<file path="src/hw/pll_init_defs.svh">
/*
 register map constants for the pll reset and init sequencer.
 assumes the includer wants plain `define values.
*/
`ifndef PLL_INIT_DEFS_SVH
`define PLL_INIT_DEFS_SVH
`define PAGE_SEL_ADDR 8'h40
`define PAGE_OFS_ADDR 8'h41
`define PAGE_DAT_ADDR 8'h42
`define BLANK_CTRL_ADDR 8'h04
`define I2C_FILT_ADDR 8'h16
`define FREQ_MON_ADDR 8'h5B
`define PAGE_HDMI_PLL 8'h10
`define PAGE_LINK_PLL 8'h14
`define FSM_CTRL_OFS 8'h49
`define FSM_HOLD_BIT 4
`define BLANK_SUPP_BIT 4
`define FREQ_RST_BIT 5
`define FSM_CTRL_RST 8'h00
`define BLANK_CTRL_RST 8'h00
`define I2C_FILT_RST 8'h00
`define FREQ_MON_RST 8'h20
`define FSM_CTRL_MASK 8'h10
`define RDY_TIME_MS 2
`define CLK_HZ 10000000
`define RDY_CYCLES ((`RDY_TIME_MS * `CLK_HZ) / 1000)
`endif

</file>
<file path="src/hw/pll_init_pkg.sv">
/*
 types shared by the sequencer files.
 assumes pll_init_defs.svh supplies the numbers.
*/
package pll_init_pkg;
   typedef logic [7:0] byte_t;
   typedef enum logic [1:0] {ST_DOWN, ST_WAKE, ST_READY} pwr_state_e;
endpackage : pll_init_pkg

</file>
<file path="src/hw/pll_reset_init_sequencer.sv">
/*
 register side of the pll reset and initialization control: direct registers,
 indirect page access and the two pll state machine holds.
 assumes a decoded register write/read port from the control bus slave and
 power_en_i as the active-high enable pin, used unsynchronised as an asynchronous reset.
*/
`timescale 1ns/1ps
`include "pll_init_defs.svh"
// Contract
// hdmi pll bit4 holds its fsm
// link pll bit4 holds its fsm
// host writes zero low bits; high reserved
// freq bit5 clear stops link pll reset
// register 0x16 sets glitch filter length
// bit4 of 0x04 blocks blanking video
// host starts B after tmds stable
// host resets hdmi pll via page
// host then resets link pll
// enable pin after supplies, hdmi after
// microcontroller drives enable pin
// inputs idle until supplies steady
// 0x40 page, 0x41 offset, 0x42 data
// host waits 2 ms before access
// tmds stable 1 us before resets
// hard reset needs 2 ms low
// host finishes A before B
module pll_reset_init_sequencer
   import pll_init_pkg::*;
#(
   parameter int unsigned RDY_CYCLES = `RDY_CYCLES
)
(
   input wire logic clk_i,
   input wire logic rst_b_i,
   input wire logic power_en_i,
   input wire logic reg_wr_i,
   input wire logic reg_rd_i,
   input wire byte_t reg_addr_i,
   input wire byte_t reg_wdata_i,
   input wire logic freq_change_i,
   output byte_t reg_rdata_o,
   output logic reg_ack_o,
   output logic access_ready_o,
   output logic hdmi_pll_fsm_hold_o,
   output logic link_pll_fsm_hold_o,
   output logic link_pll_freq_reset_o,
   output logic blank_video_block_o,
   output logic [7:0] i2c_filter_o
);
   logic rst_s1_q;
   logic rst_s2_q;
   logic arst_b;
   logic pwr_on;

   always_ff @(posedge clk_i or negedge rst_b_i)
   begin
      if (!rst_b_i)
      begin
         rst_s1_q <= 1'b0;
         rst_s2_q <= 1'b0;
      end
      else
      begin
         rst_s1_q <= 1'b1;
         rst_s2_q <= rst_s1_q;
      end
   end
   assign pwr_on = rst_s2_q & power_en_i;

   // the enable pin low acts as a full device reset
   assign arst_b = pwr_on;

   function automatic logic hit(input byte_t a, input byte_t b, input logic s);
      hit = s && (a == b);
   endfunction : hit

   pwr_state_e st_q;
   pwr_state_e st_d;
   logic [31:0] cnt_q;
   logic [31:0] cnt_d;
   byte_t page_q;
   byte_t page_d;
   byte_t ofs_q;
   byte_t ofs_d;
   byte_t blank_q;
   byte_t blank_d;
   byte_t filt_q;
   byte_t filt_d;
   byte_t freq_q;
   byte_t freq_d;
   byte_t rdata_q;
   byte_t rdata_d;
   logic ack_q;
   logic ack_d;
   logic rdy_q;
   logic rdy_d;
   logic hh_q;
   logic lh_q;
   logic lf_q;
   logic lf_d;
   logic bv_q;
   byte_t filt_o_q;
   logic wr_ok;
   logic rd_ok;
   logic wr_hdmi;
   logic wr_link;
   logic hdmi_hold;
   logic link_hold;
   byte_t hdmi_rd;
   byte_t link_rd;

   always_comb
   begin
      st_d = st_q;
      cnt_d = cnt_q;
      rdy_d = 1'b0;
      case (st_q)
         ST_DOWN:
         begin
            cnt_d = 32'h0;
            st_d = ST_WAKE;
         end
         ST_WAKE:
         begin
            cnt_d = cnt_q + 32'h1;
            if (cnt_q >= RDY_CYCLES - 1)
            begin
               st_d = ST_READY;
            end
         end
         ST_READY:
         begin
            rdy_d = 1'b1;
         end
         default:
         begin
            st_d = ST_DOWN;
         end
      endcase
   end

   assign wr_ok = reg_wr_i && (st_q == ST_READY);
   assign rd_ok = reg_rd_i && (st_q == ST_READY);
   assign wr_hdmi = hit(reg_addr_i, `PAGE_DAT_ADDR, wr_ok) && page_q == `PAGE_HDMI_PLL &&
      ofs_q == `FSM_CTRL_OFS;
   assign wr_link = hit(reg_addr_i, `PAGE_DAT_ADDR, wr_ok) && page_q == `PAGE_LINK_PLL &&
      ofs_q == `FSM_CTRL_OFS;

   always_comb
   begin
      page_d = page_q;
      ofs_d = ofs_q;
      blank_d = blank_q;
      filt_d = filt_q;
      freq_d = freq_q;
      ack_d = reg_wr_i | reg_rd_i;
      rdata_d = rdata_q;
      if (hit(reg_addr_i, `PAGE_SEL_ADDR, wr_ok))
      begin
         page_d = reg_wdata_i;
      end
      if (hit(reg_addr_i, `PAGE_OFS_ADDR, wr_ok))
      begin
         ofs_d = reg_wdata_i;
      end
      if (hit(reg_addr_i, `BLANK_CTRL_ADDR, wr_ok))
      begin
         blank_d = reg_wdata_i;
      end
      if (hit(reg_addr_i, `I2C_FILT_ADDR, wr_ok))
      begin
         filt_d = reg_wdata_i;
      end
      if (hit(reg_addr_i, `FREQ_MON_ADDR, wr_ok))
      begin
         freq_d = reg_wdata_i;
      end
      if (rd_ok)
      begin
         case (reg_addr_i)
            `PAGE_SEL_ADDR: rdata_d = page_q;
            `PAGE_OFS_ADDR: rdata_d = ofs_q;
            `PAGE_DAT_ADDR: rdata_d = (page_q == `PAGE_HDMI_PLL && ofs_q == `FSM_CTRL_OFS) ? hdmi_rd :
               (page_q == `PAGE_LINK_PLL && ofs_q == `FSM_CTRL_OFS) ? link_rd : 8'h00;
            `BLANK_CTRL_ADDR: rdata_d = blank_q;
            `I2C_FILT_ADDR: rdata_d = filt_q;
            `FREQ_MON_ADDR: rdata_d = freq_q;
            default: rdata_d = 8'h00;
         endcase
      end
      else if (reg_rd_i)
      begin
         rdata_d = 8'h00;
      end
      // link pll reset on frequency change only while enabled
      lf_d = freq_change_i & freq_q[`FREQ_RST_BIT];
   end

   fsm_hold_reg u_hdmi_hold
   (
      .clk_i(clk_i),
      .rst_b_i(arst_b),
      .wr_i(wr_hdmi),
      .wdata_i(reg_wdata_i),
      .hold_o(hdmi_hold),
      .rdata_o(hdmi_rd)
   );

   fsm_hold_reg u_link_hold
   (
      .clk_i(clk_i),
      .rst_b_i(arst_b),
      .wr_i(wr_link),
      .wdata_i(reg_wdata_i),
      .hold_o(link_hold),
      .rdata_o(link_rd)
   );

   always_ff @(posedge clk_i or negedge arst_b)
   begin
      if (!arst_b)
      begin
         st_q <= ST_DOWN;
         cnt_q <= 32'h0;
         rdy_q <= 1'b0;
         page_q <= 8'h00;
         ofs_q <= 8'h00;
         blank_q <= `BLANK_CTRL_RST;
         filt_q <= `I2C_FILT_RST;
         freq_q <= `FREQ_MON_RST;
         rdata_q <= 8'h00;
         ack_q <= 1'b0;
         hh_q <= 1'b0;
         lh_q <= 1'b0;
         lf_q <= 1'b0;
         bv_q <= 1'b0;
         filt_o_q <= 8'h00;
      end
      else
      begin
         st_q <= st_d;
         cnt_q <= cnt_d;
         rdy_q <= rdy_d;
         page_q <= page_d;
         ofs_q <= ofs_d;
         blank_q <= blank_d;
         filt_q <= filt_d;
         freq_q <= freq_d;
         rdata_q <= rdata_d;
         ack_q <= ack_d;
         hh_q <= hdmi_hold;
         lh_q <= link_hold;
         lf_q <= lf_d;
         bv_q <= blank_q[`BLANK_SUPP_BIT];
         filt_o_q <= filt_q;
      end
   end

   assign reg_rdata_o = rdata_q;
   assign reg_ack_o = ack_q;
   assign access_ready_o = rdy_q;
   assign hdmi_pll_fsm_hold_o = hh_q;
   assign link_pll_fsm_hold_o = lh_q;
   assign link_pll_freq_reset_o = lf_q;
   assign blank_video_block_o = bv_q;
   assign i2c_filter_o = filt_o_q;

   hdmi_hold_a: assert property (@(posedge clk_i) disable iff (!arst_b)
      wr_hdmi |=> ##1 hdmi_pll_fsm_hold_o == $past(reg_wdata_i[`FSM_HOLD_BIT], 2))
      else $error("hdmi hold mismatch");
   link_hold_a: assert property (@(posedge clk_i) disable iff (!arst_b)
      wr_link |=> ##1 link_pll_fsm_hold_o == $past(reg_wdata_i[`FSM_HOLD_BIT], 2))
      else $error("link hold mismatch");
   resv_zero_a: assert property (@(posedge clk_i) disable iff (!arst_b)
      (hdmi_rd[7:5] == 3'h0) && (hdmi_rd[3:0] == 4'h0) && (link_rd[7:5] == 3'h0) && (link_rd[3:0] == 4'h0))
      else $error("reserved bits not zero");
   freq_gate_a: assert property (@(posedge clk_i) disable iff (!arst_b)
      !freq_q[`FREQ_RST_BIT] |=> !link_pll_freq_reset_o)
      else $error("freq reset while disabled");
   filt_out_a: assert property (@(posedge clk_i) disable iff (!arst_b)
      hit(reg_addr_i, `I2C_FILT_ADDR, wr_ok) |=> ##1 i2c_filter_o == $past(reg_wdata_i, 2))
      else $error("filter value wrong");
   blank_out_a: assert property (@(posedge clk_i) disable iff (!arst_b)
      hit(reg_addr_i, `BLANK_CTRL_ADDR, wr_ok) |=> ##1 blank_video_block_o == $past(reg_wdata_i[`BLANK_SUPP_BIT], 2))
      else $error("blank control wrong");
   page_sel_a: assert property (@(posedge clk_i) disable iff (!arst_b)
      hit(reg_addr_i, `PAGE_SEL_ADDR, wr_ok) |=> page_q == $past(reg_wdata_i))
      else $error("page select not stored");
   wake_gate_a: assert property (@(posedge clk_i) disable iff (!arst_b)
      access_ready_o |-> cnt_q >= RDY_CYCLES - 1)
      else $error("ready too early");
   cov_hdmi_c: cover property (@(posedge clk_i) disable iff (!arst_b) wr_hdmi ##[1:20] wr_link);
   cov_ready_c: cover property (@(posedge clk_i) disable iff (!arst_b) $rose(access_ready_o));
   cov_blank_c: cover property (@(posedge clk_i) disable iff (!arst_b) $rose(blank_video_block_o));
endmodule : pll_reset_init_sequencer

</file>
<file path="src/hw/fsm_hold_reg.sv">
/*
 one paged pll state machine control register, only the hold bit stored.
 assumes a decoded write strobe and data from the indirect access port.
*/
`timescale 1ns/1ps
`include "pll_init_defs.svh"
module fsm_hold_reg
   import pll_init_pkg::*;
(
   input wire logic clk_i,
   input wire logic rst_b_i,
   input wire logic wr_i,
   input wire byte_t wdata_i,
   output logic hold_o,
   output byte_t rdata_o
);
   logic hold_q;
   logic hold_d;

   always_comb
   begin
      hold_d = hold_q;
      if (wr_i)
      begin
         hold_d = wdata_i[`FSM_HOLD_BIT];
      end
   end

   always_ff @(posedge clk_i or negedge rst_b_i)
   begin
      if (!rst_b_i)
      begin
         hold_q <= 1'b0;
      end
      else
      begin
         hold_q <= hold_d;
      end
   end

   assign hold_o = hold_q;
   // reserved bits read as zero
   assign rdata_o = {3'h0, hold_q, 4'h0};
endmodule : fsm_hold_reg

</file>
<file path="config.mk">
export PLATFORM = sky130hd
export DESIGN_NAME = pll_reset_init_sequencer
export DESIGN_NICKNAME = d
export VERILOG_FILES = /design/src/hw/pll_init_pkg.sv /design/src/hw/pll_reset_init_sequencer.sv /design/src/hw/fsm_hold_reg.sv
export VERILOG_INCLUDE_DIRS = /design/src /design/src/hw
export SDC_FILE = /design/constraint.sdc
export NUM_CORES = 1
export LEC_CHECK = 0
export ABC_AREA = 1
export BUFFER_PORTS_ARGS = -buffer_cell sky130_fd_sc_hd__buf_2
export CAP_MARGIN = 10
export CORE_ASPECT_RATIO = 1.4
export CORE_MARGIN = 10
export CORE_UTILIZATION = 40
export DETAILED_ROUTE_END_ITERATION = 6
export HOLD_SLACK_MARGIN = 0.15
export MAX_ROUTING_LAYER = met4
export PLACE_DENSITY = 0.54
export SLEW_MARGIN = 10
export SYNTH_ARGS = -nofsm -noshare
export SYNTH_HDL_FRONTEND = slang
export SYNTH_HIERARCHICAL = 1
export SYNTH_SLANG_ARGS = --single-unit
</file>
<file path="constraint.sdc">
create_clock -name clk_i -period 5.8 [get_ports clk_i]
set_clock_uncertainty 0.05 [all_clocks]
set_input_delay 0.29 -clock clk_i [delete_from_list [all_inputs] [get_ports clk_i]]
set_output_delay 0.29 -clock clk_i [all_outputs]
set_load 0.01 [all_outputs]
</file>
### After elaboration in Yosys (flattened, before gate mapping)

Index checks and enable logic that the tools add are counted.

| storage, ports and cells | value |
|---|---|
| latch bits | 0 |
| RAM bits | 0 |
| logic and storage cells | 64 |
| register bits | 100 |
| memories kept | 0 |
| bits in read-only memories | 0 |
| output and inout bits | 22 |

| operators by class | value |
|---|---|
| bitwise operators | 4 |
| multipliers | 0 |
| equal/unequal tests | 12 |
| div/mod/pow operators | 0 |
| add/sub/neg operators | 1 |
| multiplexer cells | 9 |
| reduce and logical (&&, ||, !) cells | 18 |
| magnitude comparators | 1 |
| shift-type cells | 0 |

Operators with widths:

| operator | count |
|---|---|
| $pmux 32 s2 | 1 |
| $pmux 8 s6 | 1 |
| $eq 8x7->1 const B | 5 |
| $add 32x1->32 const B | 1 |
| $ge 32x15->1 const B | 1 |
| $eq 8x5->1 const B | 3 |
| $mux 8 | 2 |
| $logic_and 1x1->1 | 14 |
| $mux 5 | 2 |
| $eq 8x3->1 const B | 1 |
| $pmux 2 s3 | 1 |
| $reduce_bool 2->1 | 2 |
| $and 1x1->1 | 2 |
| $eq 2x1->1 const B | 1 |
| $eq 2x2->1 const B | 1 |
| $logic_not 2->1 | 1 |
| $mux 2 | 1 |
| $ne 2x2->1 const B | 1 |
| $reduce_and 2->1 | 1 |
| $mux 1 | 1 |
| $not 1->1 | 1 |
| $or 1x1->1 | 1 |

### Depth between registers and ports, before layout

Gate-level depths: netlist of the first run.

| logic depth | value |
|---|---|
| depth after elaboration | 6 |
| depth in mapped cells | 12 |
| gate-level depth less buffers | 11 |

### Hierarchy

The synthesis of the first run kept the hierarchy.

Modules (own cells, without submodules):

| module | seq. area each (µm²) | cells each | area each (µm²) | instances |
|---|---|---|---|---|
| pll_reset_init_sequencer | 2453.6 | 691 | 5211.2 | 1 |
| fsm_hold_reg | 25.0 | 14 | 103.8 | 2 |

### Worst setup path before layout of the first run

No wires, ideal clock.

| timing | value |
|---|---|
| path type | register to register |
| from | reg cnt_q[0] |
| to | reg cnt_q[30] |
| buffers on the path | 0 |
| setup slack | 4.352 ns |
| required time | 5.616 ns |
| stages on the path, launching flop included | 9 |
| data arrival time | 1.264 ns |
| path through | dfrtp_1 > ha_1 > nand3_1 > nor2_1 > nand2_1 > nor2_1 > nand3_1 > nand3_1 > o21ai_0 |

| on the way | value |
|---|---|
| longest elaborated chain between the ends | 2 |

RTL lines:

| item | RTL line | text |
|---|---|---|
| start: declaration | pll_reset_init_sequencer.sv:79 | `logic [31:0] cnt_q;` |
| start signal: assignment | pll_reset_init_sequencer.sv:242 | `cnt_q <= cnt_d;` |
| $add 32x1->32 | pll_reset_init_sequencer.sv:125 | `cnt_d = cnt_q + 32'h1;` |
| $pmux 32 s2 | pll_reset_init_sequencer.sv:117 | `case (st_q)` |

No other way between the ends.
A chain may end at the register's enable or synchronous reset.

### Worst setup path after layout of the first run

| timing | value |
|---|---|
| from | reg st_q[1] |
| to | reg cnt_q[22] |

| on the way | value |
|---|---|
| longest elaborated chain between the ends | 2 |

RTL lines:

| item | RTL line | text |
|---|---|---|
| start: declaration | pll_reset_init_sequencer.sv:77 | `pwr_state_e st_q;` |
| start signal: assignment | pll_reset_init_sequencer.sv:241 | `st_q <= st_d;` |
| $eq 2x1->1 or $logic_not 2->1 (tied branches) | pll_reset_init_sequencer.sv:117 |  |
| $pmux 32 s2 or $reduce_bool 2->1 (tied branches) | -- |  |

Several ways; a longest one is shown, not always the timed one.

==> flow_metrics.env, run 1 <==
export IMPL_yosys_area_top_type="dfrtp_1"
export IMPL_yosys_top_cells_count="nand2_1 (214), dfrtp_1 (99), nand3_1 (87)"
export IMPL_cp_end_kind="register"
export IMPL_synthArstFlopShare=1.00
export IMPL_cts_tree="done"
export IMPL_coreArea_um2=13300
export IMPL_clk_path_buf_depth=2
export IMPL_route_detailed_drc=0
export IMPL_synthFlopType="dfrtp_1"
export IMPL_period_share=0.331
export IMPL_wl_per_cell_um=14.9
export IMPL_grt_pass1_vias=4689
export IMPL_wl_met1_um=5520
export IMPL_antenna_found_initial=0
export IMPL_setup_tns_ns=0
export IMPL_highest_layer="met4"
export IMPL_min_period_ns=1.92
export IMPL_setup_viol=0
export IMPL_cp_arrival_ns=2.17
export IMPL_post_place_ws_ns=3.91
export IMPL_synth_edf_count=0
export IMPL_fin_area_um2=6060
export IMPL_clk_pin_slew_worst_paths_ns=0.08
export IMPL_dr_first_iter_drc_count=318
export IMPL_worst_hold_slack_ns=0.182
export IMPL_worst_setup_path_start_kind="register"
export IMPL_final_nets=787
export IMPL_place_congestion=0.934
export IMPL_seq_area_um2=2500
export IMPL_worst_setup_path_type="reg2reg"
export IMPL_ant_nets=0
export IMPL_maxSlewViolCount=0
export IMPL_fillCellCount=1383
export IMPL_status="complete, no violations"
export IMPL_row_count=50
export IMPL_cts_max_level=3
export IMPL_relSlewSlack=0.342
export IMPL_drt_pass1_iterations=5
export IMPL_syn_area_per_cell_um2=7.54
export IMPL_ys_seq_elements=100
export IMPL_multi_input_area_um2=2440
export IMPL_seq_area_frac_synth=0.462
export IMPL_dp_cells=931
export IMPL_pin_count=44
export IMPL_p_per_area_nw_per_um2=225
export IMPL_ys_types=34
export IMPL_grt_pass1_wl_um=23500
export IMPL_grt_start_max_net_pins=78
export IMPL_crit_fanout=14
export IMPL_cts_buffers=9
export IMPL_worst_pin_slew_ns=0.987
export IMPL_root_buffer="clkbuf_16"
export IMPL_layout_cells_non_filler=951
export IMPL_dieArea_um2=18700
export IMPL_max_freq_ghz=0.521
export IMPL_hold_viol=0
export IMPL_wl_met3_um=297
export IMPL_leakagePower_uw=0.00297
export IMPL_hold_path_class="in2async"
export IMPL_synth_area_um2=5420
export IMPL_cts_sinks=100
export IMPL_area_delta_synth_final_pct=11.8
export IMPL_placed_area_um2=5710
export IMPL_die_h_um=158
export IMPL_vias=4596
export IMPL_fin_ws_ns=3.88
export IMPL_insertion_delay_ns=0.36
export IMPL_drive_above_1_share=0.135
export IMPL_required_ns=6.05
export IMPL_grt_use_total=0.161
export IMPL_ir_drop_v=0.000127
export IMPL_netlist_top_cells_area="dfrtp_1 (46%), nand2_1 (15%), nand3_1 (8.0%)"
export IMPL_initial_utilization=0.407
export IMPL_routed_wl_met2_um=7830
export IMPL_cap_violations=0
export IMPL_port_buffer_count=43
export IMPL_gr_total_overflow=0
export IMPL_rsz0062_at_grt="false"
export IMPL_hpwl_um=10800
export IMPL_die_w_um=118
export IMPL_synth_most_common_cell="nand2_1"
export IMPL_synth_warnings=6
export IMPL_vias_per_cell=4.83
export IMPL_synth_top_area_share=0.457
export IMPL_synthCells=719
export IMPL_routed_wl_um=14100
export IMPL_diodes=0
## routing by layer
| metal | vias up | global-route usage |
|---|---|---|
| met4 | 0 | 0.0700 |
| met1 | 2127 | 0.163 |
| met5 | - | - |
| met2 | 68 | 0.298 |
| li1 | 2374 | - |
| met3 | 27 | 0.0307 |
## power breakdown
part / switching, uW / internal [uW]
sequential: 0.503 / 698
combinational: 37.3 / 11.3
clock: 309 / 307
total: 347 / 1020
## registers in the layout, indices dropped and copies added, names as in the netlist, 2 cells and up
signal	count
cnt_q	32
blank_q	8
filt_q	8
freq_q	8
i2c_filter_o	8
ofs_q	8
page_q	8
reg_rdata_o	8
st_q	2
## metrics by stage
stage,util,power [uW]
floorplan,-,747
CTS,0.455,1380
finish,0.455,1360
detailed placement,0.429,761
global placement,0.429,760
global route,0.455,1420
## area by class of cell
cell class | instances | area share
Clock buffer | 9 | 0.0372
Multi-Input combinational cell | 522 | 0.404
Inverter | 83 | 0.0518
Timing Repair Buffer | 48 | 0.0434
Sequential cell | 100 | 0.413
Clock inverter | 7 | 0.0130
Tap cell | 182 | 0.0376
## placed cells by master (no fill, tap or decap), drive strengths merged, types with 2 or more instances in the layout
cell type      n
xor2           2
dlygate4sd3    4
nor3          19
inv           85
o22ai          2
a211oi         2
dfrtp         99
conb          15
clkbuf         9
nor2          86
buf           44
clkinv         5
a21oi         18
nand3         91
nand4          6
o21ai         59
nand2        216
## timing repair
item | in CTS | in global routing
setup buffers | 0 | 0
resized for setup | 0 | 0
setup endpoints to repair | 0 | 0
hold endpoints to repair | 26 | 0
hold buffers | 4 | 0
## final timing paths
path / endpoint / slack, ns / start / cells after the start
setup / recovery: cnt_q[22] / 3.88 / st_q[1] / 9
hold / removal: rst_s2_q / 0.18 / rst_b_i / 2
setup reg to reg: cnt_q[22] / 3.88 / st_q[1] / 9
hold reg to reg: i2c_filter_o[0] / 0.19 / rst_s2_q / 2
max in group asynchronous: hdmi_pll_fsm_hold_o / 4.04 / power_en_i / 5
min in group clk_i: reg_ack_o / 0.19 / reg_wr_i / 3
## critical path, cell delays in order, from the launching register on
cell     delay, ns
dfrtp_1       0.47
inv_2         0.25
nand3_1       0.16
nor2_2        0.22
nand3_1       0.22
nor2_2        0.20
nand2_1       0.09
nand2_1       0.06
nand2_1       0.05
nor2_1        0.10
## kinds of logic after synthesis
logic type	Yosys count	synth area share
other	3	0.00208
AOI/OAI and AO/OA	83	0.0903
DFF	100	0.462
xor gates and xnor gates	2	0.00323
adders and majority gates	1	0.00231
and+or+nand+nor	421	0.345
buffers and inverters	109	0.0951
(Power assumes the default switching activity.)
==> run 2, diff against run 1 <==
==> constraint.sdc (replaced) <==
create_clock -name clk_i -period 1.9 [get_ports clk_i]
set_clock_uncertainty 0.05 [all_clocks]
set_input_delay 0.095 -clock clk_i [delete_from_list [all_inputs] [get_ports clk_i]]
set_output_delay 0.095 -clock clk_i [all_outputs]
set_load 0.01 [all_outputs]
==> run 2 against run 1 <==
  * Routed wire length increased by 3.1%
  * Clock power grew to 2.9 times the previous value
  * Power grew to 3.0 times the previous value
  * Critical path depth stayed put
  * Sequential power rose to 3.1 times the previous value
  * Global-route usage increased by 0.62 points
  * Non-clock buffer count grew 26
  * Final area grew 3.9%
==> flow_metrics.env, run 2 (same netlist as run 1, synthesis figures left out) <==
export IMPL_initial_utilization=0.407
export IMPL_p_int_uw=3130
export IMPL_die_h_um=158
export IMPL_required_ns=2.14
export IMPL_relSlewSlack=0.563
export IMPL_hold_path_class="in2reg"
export IMPL_whs_endpoint="ofs_q[6]"
export IMPL_worstHoldStart="reg_addr_i[1]"
export IMPL_coreArea_um2=13300
export IMPL_diodes=0
export IMPL_grt_pass1_vias=4810
export IMPL_cp_depth=9
export IMPL_seqPwrFrac=0.523
export IMPL_clk_path_buf_depth=2
export IMPL_worst_r2r_endpoint="cnt_q[22]"
export IMPL_gr_total_overflow=0
export IMPL_final_nets=813
export IMPL_combPwrFrac=0.044
export IMPL_dieArea_um2=18700
export IMPL_r2r_slack_ns=0.21
export IMPL_port_buffer_count=43
export IMPL_period_share=0.889
export IMPL_worst_pin_slew_ns=0.653
export IMPL_setup_viol=0
export IMPL_cp_end_kind="register"
export IMPL_grt_start_max_net_pins=29
export IMPL_clkPwrFrac=0.433
export IMPL_largest_reg_flops=32
export IMPL_rr_startpoint="st_q[1]"
export IMPL_route_detailed_drc=0
export IMPL_hpwl_um=11400
export IMPL_maxSlewViolCount=0
export IMPL_cts_sinks=100
export IMPL_cts_tree="done"
export IMPL_crit_buf_inv=1
export IMPL_grt_use_total=0.167
export IMPL_row_count=50
export IMPL_cap_violations=0
export IMPL_final_common_cell="nand2_1"
export IMPL_antenna_found_initial=0
export IMPL_ant_nets=0
export IMPL_status="complete, no violations"
export IMPL_worst_setup_path_start_kind="register"
export IMPL_drive_above_1_share=0.148
export IMPL_max_stage_delay_ns=0.47
export IMPL_min_period_ns=1.69
export IMPL_fillCellCount=1412
export IMPL_ir_drop_v=0.000434
export IMPL_crit_path_start="st_q[1]"
export IMPL_switching_share=0.234
export IMPL_insertion_delay_ns=0.36
export IMPL_slowest_stage="dfrtp_1"
export IMPL_switching_power_uw=954
export IMPL_cts_setup_buffers=0
export IMPL_wl_per_cell_um=14.9
export IMPL_rsz0062_at_grt="false"
export IMPL_routed_wl_um=14600
export IMPL_utilization=0.472
export IMPL_holdPathStages=4
export IMPL_grt_pass1_wl_um=24200
export IMPL_worst_setup_path_type="reg2reg"
export IMPL_vias_per_cell=4.86
export IMPL_drt_pass1_iterations=4
export IMPL_die_w_um=118
export IMPL_largest_register="cnt_q"
export IMPL_final_cell_mix="nand2_1 (214), dfrtp_1 (99), nand3_1 (87)"
export IMPL_hold_viol=0
export IMPL_dr_first_iter_drc_count=290
export IMPL_cp_arrival_ns=1.93
export IMPL_pin_count=44
export IMPL_critPathMostFrequentCell="nand2_1"
export IMPL_area_delta_synth_final_pct=16.2
export IMPL_crit_fanout=11
export IMPL_place_congestion=0.910
export IMPL_p_per_area_nw_per_um2=648
export IMPL_cts_buffers=9
export IMPL_leakagePower_uw=0.00309
export IMPL_reg2reg_depth=9
export IMPL_critical_path_cell_chain="inv_4 > nand3_1 > nor2_2 > nand3_1 > nor2_2 > nand2_1 > nand2_1 > nand2_1 > nor2_1"
export IMPL_clk_pin_slew_worst_paths_ns=0.07
export IMPL_critPathTopFamily="simple AND/OR/NAND/NOR gates"
export IMPL_max_freq_ghz=0.592
export IMPL_setup_tns_ns=0
export IMPL_cts_max_level=3
export IMPL_vias=4751
export IMPL_root_buffer="clkbuf_16"
## run 2: cell types whose count changed in the layout (fill, tap and decap cells not counted), sizes merged
cell	before	now
buf	44	59
clkbuf	9	11
clkinvlp	0	1
dlygate4sd3	4	15
inv	85	82
## run 2: how the worst max path moves through the flow
stage	endpoint
floorplan	access_ready_o
global placement	cnt_q[22]
detailed placement	cnt_q[22]
CTS	cnt_q[22]
global route	cnt_q[30]
finish	cnt_q[22]
## run 2: metal layers
layer / GRT usage / wire length, um / up-vias
met5: - / 0 / -
met4: 0.0892 / 578 / 0
met3: 0.0196 / 337 / 32
met2: 0.314 / 8090 / 94
met1: 0.166 / 5580 / 2205
li1: - / - / 2420
## run 2: repair_timing
item | 4_1_cts | 5_1_grt
resized for setup | 0 | 1
hold buffers | 15 | 0
setup endpoints to repair | 0 | 2
endpoints found under the hold margin | 73 | 0
## run 2: cell type report
cell class / instances / area (um2) / area share
Inverter: 83 / 318 / 0.0505
Clock inverter: 5 / 36.3 / 0.00576
Clock buffer: 11 / 243 / 0.0386
Sequential cell: 100 / 2500 / 0.398
Multi-Input combinational cell: 522 / 2440 / 0.388
Tap cell: 182 / 228 / 0.0362
Timing Repair Buffer: 74 / 523 / 0.0831
## run 2: metrics by stage
step	cell area, um2	hold slack [ns]	power (uW)	worst slack, ns	instances
4_1_cts	6290	0.158	4150	0.145	977
6_report	6300	0.173	4080	0.210	977
3_5_place_dp	5860	-0.167	2340	0.146	946
3_3_place_gp	5860	-0.170	2330	0.197	946
2_1_floorplan	5470	-0.251	2280	0.278	731
5_1_grt	6300	0.205	4250	0.0192	977
## run 2: power by group through the flow
stage | clock (uW) | combinational, uW | sequential [uW]
3_3_place_gp | 0 | 161 | 2170
6_report | 1770 | 181 | 2130
3_5_place_dp | 0 | 163 | 2170
5_1_grt | 1910 | 207 | 2130
2_1_floorplan | 0 | 106 | 2180
4_1_cts | 1830 | 187 | 2130
## run 2: tightest hold or removal path: stages
cell,delay (ns)
buf_2,0.12
nor2_2,0.07
nand3_4,0.18
o21ai_1,0.07
